`config.mk`:
```
export PLATFORM = sky130hd
export DESIGN_NAME = rsc_top
export DESIGN_NICKNAME = d
export VERILOG_FILES = /design/src/rsc_pkg.sv /design/src/rsc_top.sv
export VERILOG_INCLUDE_DIRS = /design/src
export SDC_FILE = /design/constraint.sdc
export NUM_CORES = 1
export LEC_CHECK = 0
export ABC_AREA = 0
export BUFFER_PORTS_ARGS = -buffer_cell sky130_fd_sc_hd__buf_2
export CORE_UTILIZATION = 58
export CTS_CLUSTER_SIZE = 12
export DETAILED_ROUTE_END_ITERATION = 6
export GPL_ROUTABILITY_DRIVEN = 1
export MAX_ROUTING_LAYER = met4
export PLACE_DENSITY = 0.87
export SLEW_MARGIN = 40
export SYNTH_ARGS = -nofsm -noshare
export SYNTH_HDL_FRONTEND = slang
export SYNTH_SLANG_ARGS = --single-unit
```
`constraint.sdc`:
```
create_clock -name SYS_CLK -period 2.2 [get_ports SYS_CLK]
set_input_delay 0.44 -clock SYS_CLK [delete_from_list [all_inputs] [get_ports SYS_CLK]]
set_output_delay 0.44 -clock SYS_CLK [all_outputs]
set_load 0.05 [all_outputs]
```
`src/rsc_cfg.svh`:
```
`ifndef RSC_CFG_SVH
`define RSC_CFG_SVH

// one machine cycle = 12 oscillator periods; here counted in SYS_CLK cycles
`define RSC_MC_NS 480
`define RSC_CLK_NS 40
`define RSC_MC_CYC ((`RSC_MC_NS + `RSC_CLK_NS - 1) / `RSC_CLK_NS)
// width of the low-level counters
`define RSC_CNT_W 5
// pulse stretch of the reset request after a short power-down pulse
`define RSC_RST_HOLD 4

`endif

```
`src/rsc_pkg.sv`:
```
package rsc_pkg;

   typedef enum logic [2:0] {
      RSC_RUN = 3'b001,
      RSC_RST = 3'b010,
      RSC_PDN = 3'b100
   } rsc_state_e;

   typedef struct packed {
      logic rst_n;
      logic pd_n;
      logic osc_wdog_en;
      logic pswd_n;
   } rsc_pins_s;

   typedef struct packed {
      logic wdt_reset;
      logic osc_fail;
      logic ps_request;
   } rsc_core_s;

endpackage : rsc_pkg

```
`src/rsc_top.sv`:
```
`timescale 1ns/10ps
`include "rsc_cfg.svh"
module rsc_top #(
   parameter int MC_CYC = `RSC_MC_CYC
)(
   // clock and reset
   input wire logic SYS_CLK,
   input wire logic RST,
   // board pins
   input wire logic RESET_IN_N,
   input wire logic HARD_POWERDOWN_IN_N,
   input wire logic OSC_WDOG_ENABLE_STRAP,
   input wire logic POWER_SAVE_PERMIT_N,
   // core events
   input wire logic WDT_RESET,
   input wire logic OSC_FAIL,
   input wire logic PS_REQUEST,
   // outputs
   output logic RESET_REQUEST_OUT_N,
   output logic SYS_RESET,
   output logic OSC_WDOG_ON,
   output logic PS_GRANT,
   output logic WDT_AUTOSTART,
   output logic POWERDOWN,
   output logic PINS_FLOAT
);

   // ************************************************************
   // synchronizers
   // ************************************************************
   rsc_pkg::rsc_pins_s s1_q, s2_q, s1_d, s2_d;
   rsc_pkg::rsc_core_s core;

   always_comb
   begin
      s1_d = {RESET_IN_N, HARD_POWERDOWN_IN_N, OSC_WDOG_ENABLE_STRAP, POWER_SAVE_PERMIT_N};
      s2_d = s1_q;
      core = {WDT_RESET, OSC_FAIL, PS_REQUEST};
   end

   always_ff @(posedge SYS_CLK)
   begin
      if (RST)
      begin
         s1_q <= 4'hf;
         s2_q <= 4'hf;
      end
      else
      begin
         s1_q <= s1_d;
         s2_q <= s2_d;
      end
   end

   // ************************************************************
   // low-level counters and state
   // ************************************************************
   localparam logic [`RSC_CNT_W-1:0] MC = `RSC_CNT_W'(MC_CYC);
   logic [`RSC_CNT_W-1:0] rcnt_q, rcnt_d, pcnt_q, pcnt_d;
   logic [2:0] hold_q, hold_d;
   rsc_pkg::rsc_state_e st_q, st_d;
   logic ext_rst, osc_rst, req;
   logic req_n_q, req_n_d, wds_q, wds_d, own_q, own_d, grant_q, grant_d;
   logic pd_q, pd_d, flt_q, flt_d, rel;
   logic srst_q, srst_d;
   logic [1:0] fill_q, fill_d;

   always_comb
   begin
      rcnt_d = s2_q.rst_n ? '0 : (rcnt_q == MC ? MC : rcnt_q + 1'b1);
      pcnt_d = s2_q.pd_n ? '0 : (pcnt_q == MC + MC ? pcnt_q : pcnt_q + 1'b1);
      ext_rst = (rcnt_q == MC);
      own_d = s2_q.osc_wdog_en;
      osc_rst = own_q && core.osc_fail;
      hold_d = hold_q == 3'h0 ? 3'h0 : hold_q - 3'h1;
      // short power-down pulse ends: stretch the reset so it is seen
      if (s2_q.pd_n && pcnt_q >= MC && pcnt_q < MC + MC)
         hold_d = 3'(`RSC_RST_HOLD);
      // hold reset until both synchronizer stages carry real pin levels
      fill_d = {fill_q[0], 1'h1};
      req = ext_rst || core.wdt_reset || osc_rst || hold_q != 3'h0 || !fill_q[1];
      st_d = st_q;
      case (st_q)
         rsc_pkg::RSC_RUN:
            if (pcnt_q == MC + MC)
               st_d = rsc_pkg::RSC_PDN;
            else if (req)
               st_d = rsc_pkg::RSC_RST;
         rsc_pkg::RSC_RST:
            if (pcnt_q == MC + MC)
               st_d = rsc_pkg::RSC_PDN;
            else if (!req)
               st_d = rsc_pkg::RSC_RUN;
         rsc_pkg::RSC_PDN:
            if (s2_q.pd_n)
               st_d = rsc_pkg::RSC_RST; // wake through reset
         default:
            st_d = rsc_pkg::RSC_RST;
      endcase
      rel = (st_q == rsc_pkg::RSC_RST) && (st_d == rsc_pkg::RSC_RUN);
      req_n_d = !(st_d != rsc_pkg::RSC_RUN);
      wds_d = rel ? s2_q.pswd_n : (st_d == rsc_pkg::RSC_RUN ? wds_q : 1'h0);
      grant_d = core.ps_request && !s2_q.pswd_n && st_q == rsc_pkg::RSC_RUN;
      pd_d = st_d == rsc_pkg::RSC_PDN;
      flt_d = st_d == rsc_pkg::RSC_PDN;
      srst_d = st_d != rsc_pkg::RSC_RUN;
   end

   always_ff @(posedge SYS_CLK)
   begin
      if (RST)
      begin
         rcnt_q <= '0;
         pcnt_q <= '0;
         hold_q <= 3'h0;
         st_q <= rsc_pkg::RSC_RST;
         req_n_q <= 1'b0;
         wds_q <= 1'b0;
         own_q <= 1'b1;
         grant_q <= 1'b0;
         pd_q <= 1'b0;
         flt_q <= 1'b0;
         srst_q <= 1'h1;
         fill_q <= 2'h0;
      end
      else
      begin
         rcnt_q <= rcnt_d;
         pcnt_q <= pcnt_d;
         hold_q <= hold_d;
         st_q <= st_d;
         req_n_q <= req_n_d;
         wds_q <= wds_d;
         own_q <= own_d;
         grant_q <= grant_d;
         pd_q <= pd_d;
         flt_q <= flt_d;
         srst_q <= srst_d;
         fill_q <= fill_d;
      end
   end

   // ************************************************************
   // outputs
   // ************************************************************
   always_comb
   begin
      RESET_REQUEST_OUT_N = req_n_q;
      SYS_RESET = srst_q;
      OSC_WDOG_ON = own_q;
      PS_GRANT = grant_q;
      WDT_AUTOSTART = wds_q;
      POWERDOWN = pd_q;
      PINS_FLOAT = flt_q;
   end
endmodule : rsc_top

```
==> impl_metrics.toml, run 1 <==
[grt]
grtUsageTotal = 0.2331
grt_pass1_wl_um = 3270
grt_overflow = 0
grt_max_degree = 24
grt_pass1_vias = 739
antenna_found_initial = 0

[timing]
worst_pin_slew_ns = 0.3894
period_needed_ns = 1.603
rsz0062_at_grt = "no"
slew_headroom = 0.7381
fmax_mhz = 623.8
skew_ns = 0.01295
finalHoldViolations = 0
setup_viol = 0
layout_setup_ws_ns = 0.5970
slew_viol_final = 0
timing.final.crit_share = 0.7286
final.setup.tns_ns = 0

[clocking]
cts_setup_buffers = 0
clk_pin_slew_ns = 0.09
clock_latency_ns = 0.34
cts_max_level = 2
clockBufferDepth = 2
cts-resized-gates = 0
cts_tree = "yes"
cts_hold_buf = 0
root_buffer = "clkbuf_4"
cts_buffers = 5
clock_sinks = 32

[cells_and_area]
area_growth_pct = 12.77
nNetsFinal = 150
fin_cells = 161
drive_above_1_share = 0.2463
antenna_cells = 0
final_cell_area_sq_um = 1359

[critical_path]
worst-r2r-cell-count = 5
crit_path_max_fanout = 5
endpoint_kind = "register"
critical-path-max-stage-delay_ns = 0.40
rrSetupSlack_ns = 0.60
crit_chain = "inv_1 -> ha_1 -> nand4b_1 -> nand4_1 -> or3_1"
critPathRequiredTime_ns = 2.42
crit_path_start_kind = "register"
path_class = "register to register"
cp.arrival_ns = 1.83
cpMaxStageDelayCell = "or3_1"
worstPathBufferInverterCount = 1
crit_family = "simple AND/OR/NAND/NOR gates"
path_depth = 5

[hold_path]
worstHoldPathCells = 2
hold_path.class = "input pin to register"

[run]
cap_viol_max_count = 0

[drt]
firstDrtPassIters = 4
drt_iter0_markers = 15
vias = 874
viasPerCell = 5.429
wl_per_cell_um = 13.30
finalWirelength_um = 2142
drc = 0
drtAntennaViolNets = 0

[floorplan]
rows = 16
dieArea_sq_um = 2264
coreArea_sq_um = 1962
die_y_um = 47.58
initial_utilization = 0.6142
die_x_um = 47.58
io_pins = 16

[synth]
ys_types = 33
synth.avg_cell_area_sq_um = 10.39
yosysMostFrequentCell = "dfxtp_1"
synth_flop_cell = "dfxtp_1"
synth_top_cell_area_share = 0.5317
synth.area.top_cells = "dfxtp_1, ha_1, or2_2"
ys_seq_area_frac = 0.5317
syn_inst = 116
synth_area_sq_um = 1205
yosys-top-cells-count = "dfxtp_1, inv_1, or2_2, ha_1, nor3_1"
synth_enable_flop_cells = 0
yosysWarnings = 0
ys_seq_elements = 32
yosys.area.top_type = "dfxtp_1"
synthArstFlopShare = 0
syn-num-nets = 132

[placement]
pre_cts_ws_ns = 0.6477
placed_area_sq_um = 1294
port-buffer-count = 15
hpwl_um = 1508
post-place-cells = 154
gp_congestion = 0.7792

[pwr]
peakVddDrop_mv = 0.5156
finalPower_mw = 1.037
powerDensity_nw_per_um2 = 763.1
p_leak_nw = 0.5760

[run_status]
outcome = "finished, final reports clean"
-- metrics by stage --
step	hold slack, ns	util
finish	0.2871	0.6926
global route	0.2662	0.6926
CTS	0.2742	0.6926
detailed placement	0.4053	0.6594
global placement	0.3916	0.6594
floorplan	0.3895	-
-- worst register-to-register path, stage by stage (launching register included) --
cell	delay (ns)
dfxtp_1	0.37
inv_1	0.07
ha_1	0.21
nand4b_1	0.20
nand4_1	0.25
or3_1	0.40
-- area by class of cell --
type	count	area [sq um]
fill	167	603.1
sequential	32	640.6
timing repair buffer	15	75.07
inverter	11	41.29
multi-input combinational	69	503.0
tap	27	33.78
clock buffer	7	65.06
-- layer usage --
metal  GRT usage  vias up  wire length [um]
li1            -      431                 -
met1      0.2708      403               923
met2      0.3397       32              1021
met3      0.1057        8               145
met4      0.1167        0                52
met5           -        -                 0
-- worst paths after layout --
path                        from   endpoint
max                    rcnt_q[0]  SYS_RESET
min          POWER_SAVE_PERMIT_N    s1_q[0]
max reg2reg            rcnt_q[0]  SYS_RESET
min reg2reg            hold_q[0]  hold_q[0]
-- cell families after synthesis --
family | count (synthesis) | share of synthesized area
buf+inv | 15 | 0.05088
mux | 2 | 0.01662
xor+xnor | 7 | 0.05088
compound gates | 8 | 0.04777
fa+ha+maj | 7 | 0.07269
simple gates | 45 | 0.2295
flops | 32 | 0.5317
-- power breakdown --
group          total, mW  internal (mW)  switching, mW
registers          0.605          0.596        0.00952
clock network      0.367          0.181          0.187
logic             0.0641         0.0277         0.0365
total               1.04          0.804          0.232
-- registers in the layout (all words and copies together) (netlist names) --
signal               cells
st_q                     3
PINS_FLOAT               1
rcnt_q                   5
fill_q                   2
own_d                    1
SYS_RESET                1
WDT_AUTOSTART            1
s1_q                     4
RESET_REQUEST_OUT_N      1
PS_GRANT                 1
OSC_WDOG_ON              1
pcnt_q                   5
s2_q                     3
hold_q                   3
-- placed cells by master (no fill, tap or decap), drive strengths merged, types with 2 or more instances in the layout --
cell,count
nand4,3
nor2,2
buf,15
nand3,5
nor3,6
clkbuf,7
xnor2,3
dfxtp,32
mux2i,2
xor2,4
nor2b,2
nor4,5
a21oi,2
inv,11
and3,2
ha,7
or2,9
a21boi,3
nand2,2
Note: power is estimated with default switching activity, not from simulation.
==> run 2: changes to the inputs <==
--- a/config.mk
+++ b/config.mk
@@ -8,12 +8,12 @@
 export LEC_CHECK = 0
 export ABC_AREA = 0
 export BUFFER_PORTS_ARGS = -buffer_cell sky130_fd_sc_hd__buf_2
-export CORE_UTILIZATION = 58
+export CORE_UTILIZATION = 54
 export CTS_CLUSTER_SIZE = 12
 export DETAILED_ROUTE_END_ITERATION = 6
 export GPL_ROUTABILITY_DRIVEN = 1
 export MAX_ROUTING_LAYER = met4
-export PLACE_DENSITY = 0.87
+export PLACE_DENSITY = 0.82
 export SLEW_MARGIN = 40
 export SYNTH_ARGS = -nofsm -noshare
 export SYNTH_HDL_FRONTEND = slang
==> constraint.sdc (replaced) <==
create_clock -name SYS_CLK -period 1.6 [get_ports SYS_CLK]
set_input_delay 0.32 -clock SYS_CLK [delete_from_list [all_inputs] [get_ports SYS_CLK]]
set_output_delay 0.32 -clock SYS_CLK [all_outputs]
set_load 0.05 [all_outputs]
==> run 2 against run 1 <==
  * Hold slack worse by 0.10 ns
  * Clock-buffer cell count fell by 1
  * Worst setup slack worse by 0.49 ns
  * Die area is 7.1% higher
  * Critical endpoint unchanged
==> impl_metrics.toml, run 2 (synthesis gave the netlist of run 1 again) <==
[timing]
fmax_mhz = 671.2
period_needed_ns = 1.490
worst_pin_slew_ns = 0.3543
timing.final.crit_share = 0.9312
rsz0062_at_grt = "no"
finalHoldViolations = 0
skew_ns = 0.005829
final.setup.tns_ns = 0
slew_headroom = 0.7617
setup_viol = 0
slew_viol_final = 0

[drt]
vias = 842
viasPerCell = 5.103
drt_iter0_markers = 32
met1_length_um = 853
drc = 0
highest_layer = "met4"
drtAntennaViolNets = 0
dr_wl_met3_um = 107
finalWirelength_um = 2055
wl_met2_um = 1053
wl_per_cell_um = 12.45
firstDrtPassIters = 4

[critical_path]
path_depth = 5
endpoint = "SYS_RESET"
cpMaxStageDelayCell = "or3_1"
crit-reg2reg-capture = "SYS_RESET"
endpoint_kind = "register"
path_class = "register to register"
r2r_start = "rcnt_q[1]"
crit_chain = "inv_1 -> ha_1 -> nand4b_1 -> nand4_1 -> or3_1"
rrSetupSlack_ns = 0.11
critical-path-max-stage-delay_ns = 0.39
crit_path_start_kind = "register"
crit_family = "simple AND/OR/NAND/NOR gates"
worstPathBufferInverterCount = 1
worst-r2r-cell-count = 5
crit_path_max_fanout = 5
cp.arrival_ns = 1.70
critPathRequiredTime_ns = 1.81
crit_path_start = "rcnt_q[1]"

[cells_and_area]
drive_above_1_share = 0.2681
nNetsFinal = 154
final_cell_area_sq_um = 1371
fin_util = 0.6782
layout.cells.most_common = "dfxtp_1"
antenna_cells = 0
reg_top3 = "pcnt_q: 5 flops, rcnt_q: 5 flops, s1_q: 4 flops"
area_growth_pct = 13.81
final_cell_mix = "dfxtp_1, buf_2, inv_1"

[pwr]
combPwrFrac = 0.069
p_seq_frac = 0.629
powerDensity_nw_per_um2 = 961.6
peakVddDrop_mv = 0.7009
p_int_mw = 1.022
switching_share = 0.2253
switchingPower_uw = 297.0
p_leak_nw = 0.5846
pwr-share-clk = 0.302

[run]
cap_viol_max_count = 0

[placement]
placed_area_sq_um = 1309
hpwl_um = 1545
port-buffer-count = 15
gp_congestion = 0.7981

[floorplan]
io_pins = 16
die_y_um = 49.24
initial_utilization = 0.5959
rows = 16
die_x_um = 49.24
coreArea_sq_um = 2022
dieArea_sq_um = 2424

[grt]
grtUsageTotal = 0.2052
grt_max_degree = 13
grt_overflow = 0
grt_pass1_vias = 865
antenna_found_initial = 0
grt_pass1_wl_um = 3546

[clocking]
clockBufferDepth = 2
clock_latency_ns = 0.32
cts_buffers = 5
clk_pin_slew_ns = 0.09
cts_tree = "yes"
root_buffer = "clkbuf_4"
clock_sinks = 32
cts_max_level = 2
cts_hold_buf = 0

[hold_path]
hold_path.class = "input pin to register"

[run_status]
outcome = "finished, final reports clean"
run 2: cell count changes in the layout (fill, tap and decap cells not counted):
cell      delta
buf_4        +4
clkinv_2     +1
dfxtp_1      -1
clkbuf_1     +1
dfxtp_2      +1
clkbuf_8     -2
run 2: worst reg2reg max path, cell delays in order, from the launching register on:
cell	delay, ns
dfxtp_1	0.37
inv_1	0.06
ha_1	0.20
nand4b_1	0.15
nand4_1	0.22
or3_1	0.39
run 2: how the worst min path moves through the flow:
| stage | from | to | slack (ns) | depth (start not counted) |
|---|---|---|---|---|
| final | HARD_POWERDOWN_IN_N | s1_q[2] | 0.18 | 2 |
| after global routing | POWER_SAVE_PERMIT_N | s1_q[0] | 0.16 | 2 |
| after CTS | POWER_SAVE_PERMIT_N | s1_q[0] | 0.17 | 2 |
| after detailed placement | s1_q[2] | s2_q[2] | 0.39 | 1 |
| after global placement | s1_q[3] | s2_q[3] | 0.39 | 1 |
| after floorplan | own_d | OSC_WDOG_ON | 0.39 | 1 |
run 2: cell type report:
class                           instances  area (sq um)
Clock buffer                            6         41.29
Clock inverter                          1         5.005
Multi-Input combinational cell         69         503.0
Sequential cell                        32         641.9
Fill cell                             166         650.6
Tap cell                               27         33.78
Inverter                               11         41.29
Timing Repair Buffer                   19         105.1
run 2: stage by stage:
stage | total power, mW | cells | hold slack, ns | worst slack (ns)
finish | 1.319 | 165 | 0.1827 | 0.1101
global route | 1.390 | 165 | 0.1568 | 0.01158
CTS | 1.335 | 163 | 0.1698 | 0.04239
detailed placement | 0.9402 | 156 | 0.3946 | 0.06074
global placement | 0.9332 | 156 | 0.3932 | 0.1737
floorplan | 0.9083 | 116 | 0.3895 | 0.2300
run 2: metal layers:
metal,track usage,up-vias
met3,0.05607,5
met1,0.2200,383
met4,0.1029,0
met5,-,-
li1,-,432
met2,0.3447,22
run 2: power groups by stage:
| stage | clock network (mW) | registers (mW) | logic, mW |
|---|---|---|---|
| floorplan | 0 | 0.855 | 0.0533 |
| global placement | 0 | 0.848 | 0.0857 |
| CTS | 0.413 | 0.830 | 0.0920 |
| detailed placement | 0 | 0.848 | 0.0917 |
| global route | 0.454 | 0.833 | 0.103 |
| finish | 0.398 | 0.830 | 0.0910 |
run 2: what timing repair did:
action / CTS / global route
gates resized for setup: 0 / 1
endpoints found under the hold margin: 0 / 0
setup buffers: 0 / 2
endpoints found under the setup margin: 0 / 2
==> run 3: changes to the inputs <==
--- a/config.mk
+++ b/config.mk
@@ -13,7 +13,7 @@
 export DETAILED_ROUTE_END_ITERATION = 6
 export GPL_ROUTABILITY_DRIVEN = 1
 export MAX_ROUTING_LAYER = met4
-export PLACE_DENSITY = 0.82
+export PLACE_DENSITY = 0.75
 export SLEW_MARGIN = 40
 export SYNTH_ARGS = -nofsm -noshare
 export SYNTH_HDL_FRONTEND = slang
==> run 3 against run 2 <==
  * Fmax rose by 1.3%
  * Design area is 0.64% lower
  * Sequential cell count unchanged
  * Critical endpoint unchanged
  * Routed wire length fell by 4.5%
  * Hold slack got worse by 0.0067 ns
  * Clock power up 3%
  * Power rose by 0.75%
  * Clock skew grew 0.0068 ns
  * Clock-buffer cell count stayed put
  * Largest cell class unchanged
  * Die area stayed put
==> impl_metrics.toml, run 3 (synthesis gave the netlist of run 1 again) <==
[critical_path]
cp.arrival_ns = 1.68
crit-reg2reg-capture = "SYS_RESET"
endpoint = "SYS_RESET"
critPathRequiredTime_ns = 1.81
path_class = "register to register"
crit_path_start = "rcnt_q[0]"
r2r_start = "rcnt_q[0]"
worst-r2r-cell-count = 5
endpoint_kind = "register"
crit_path_max_fanout = 5
rrSetupSlack_ns = 0.13
crit_path_start_kind = "register"

[timing]
setup_viol = 0
worst_pin_slew_ns = 0.3683
finalHoldViolations = 0
period_needed_ns = 1.471
slew_headroom = 0.7522
rsz0062_at_grt = "no"
timing.final.crit_share = 0.9194
layout_setup_ws_ns = 0.1290
final.setup.tns_ns = 0
skew_ns = 0.01264
slew_viol_final = 0
whs_ns = 0.1760
fmax_mhz = 679.8

[placement]
placed_area_sq_um = 1316
pre_cts_ws_ns = 0.1471
hpwl_um = 1449
gp_congestion = 0.7981
post-place-cells = 157
port-buffer-count = 15

[clocking]
cts_setup_buffers = 0
clock_latency_ns = 0.33
cts_buffers = 5
cts_max_level = 2
root_buffer = "clkbuf_4"
clock_sinks = 32
cts-resized-gates = 0
clockBufferDepth = 2
cts_hold_buf = 0
cts_tree = "yes"
clk_pin_slew_ns = 0.10

[grt]
antenna_found_initial = 0
globalRouteMet2Util = 0.2717
grt_overflow = 0
met3_usage = 0.08723
grtUsageTotal = 0.1955
grt_busiest_layer = "met2"
grt_pass1_vias = 776
grt_pass1_wl_um = 3298
grt_max_degree = 23
use_met1 = 0.2233

[pwr]
p_leak_nw = 0.5800
peakVddDrop_mv = 0.8024
powerDensity_nw_per_um2 = 975.0
finalPower_mw = 1.329

[floorplan]
rows = 16
dieArea_sq_um = 2424
io_pins = 16
coreArea_sq_um = 2022
initial_utilization = 0.5959
die_y_um = 49.24
die_x_um = 49.24

[run]
cap_viol_max_count = 0

[drt]
firstDrtPassIters = 4
drc = 0
finalWirelength_um = 1963
drtAntennaViolNets = 0
vias = 862
drt_iter0_markers = 34
wl_per_cell_um = 11.97
viasPerCell = 5.256

[cells_and_area]
layout.cells.most_common = "dfxtp_1"
nNetsFinal = 153
antenna_cells = 0
fin_cells = 164
fin_util = 0.6739
final_cell_mix = "dfxtp_1, buf_2, inv_1"
drive_above_1_share = 0.2555
final_cell_area_sq_um = 1363
area_growth_pct = 13.08
reg_top3 = "pcnt_q: 5 flops, rcnt_q: 5 flops, s1_q: 4 flops"

[hold_path]
hold_path.class = "input pin to register"
worstHoldPathCells = 2

[run_status]
outcome = "finished, final reports clean"
run 3: power by group:
part	switching [mW]	internal [mW]
Clock	0.247	0.162
Combinational	0.0490	0.0412
Sequential	0.0111	0.819
run 3: layout make-up:
| type | instances | area [sq um] |
|---|---|---|
| Sequential cell | 32 | 640.6 |
| Inverter | 11 | 41.29 |
| Timing Repair Buffer | 18 | 97.59 |
| Multi-Input combinational cell | 69 | 503.0 |
| Clock buffer | 6 | 41.29 |
| Tap cell | 27 | 33.78 |
| Fill cell | 162 | 659.4 |
| Clock inverter | 1 | 5.005 |
run 3: how the worst min path moves through the flow:
| stage | endpoint | start | slack (ns) |
|---|---|---|---|
| after floorplan | OSC_WDOG_ON | own_d | 0.39 |
| after global placement | s2_q[3] | s1_q[3] | 0.39 |
| after detailed placement | OSC_WDOG_ON | own_d | 0.40 |
| after CTS | s1_q[1] | OSC_WDOG_ENABLE_STRAP | 0.16 |
| after global routing | s1_q[1] | OSC_WDOG_ENABLE_STRAP | 0.15 |
| final | s1_q[1] | OSC_WDOG_ENABLE_STRAP | 0.18 |
run 3: metal layers:
layer / share of wire / vias to the layer above
met5: 0 / -
met4: 0.025 / 0
met3: 0.057 / 9
met2: 0.46 / 29
met1: 0.46 / 390
li1: - / 434
run 3: worst max-delay path, cell delays in order, from the launching register on:
cell and delay (ns):
dfxtp_1 0.36, inv_1 0.07, ha_1 0.21, nand4b_1 0.11, nand4_1 0.21, or3_1 0.39
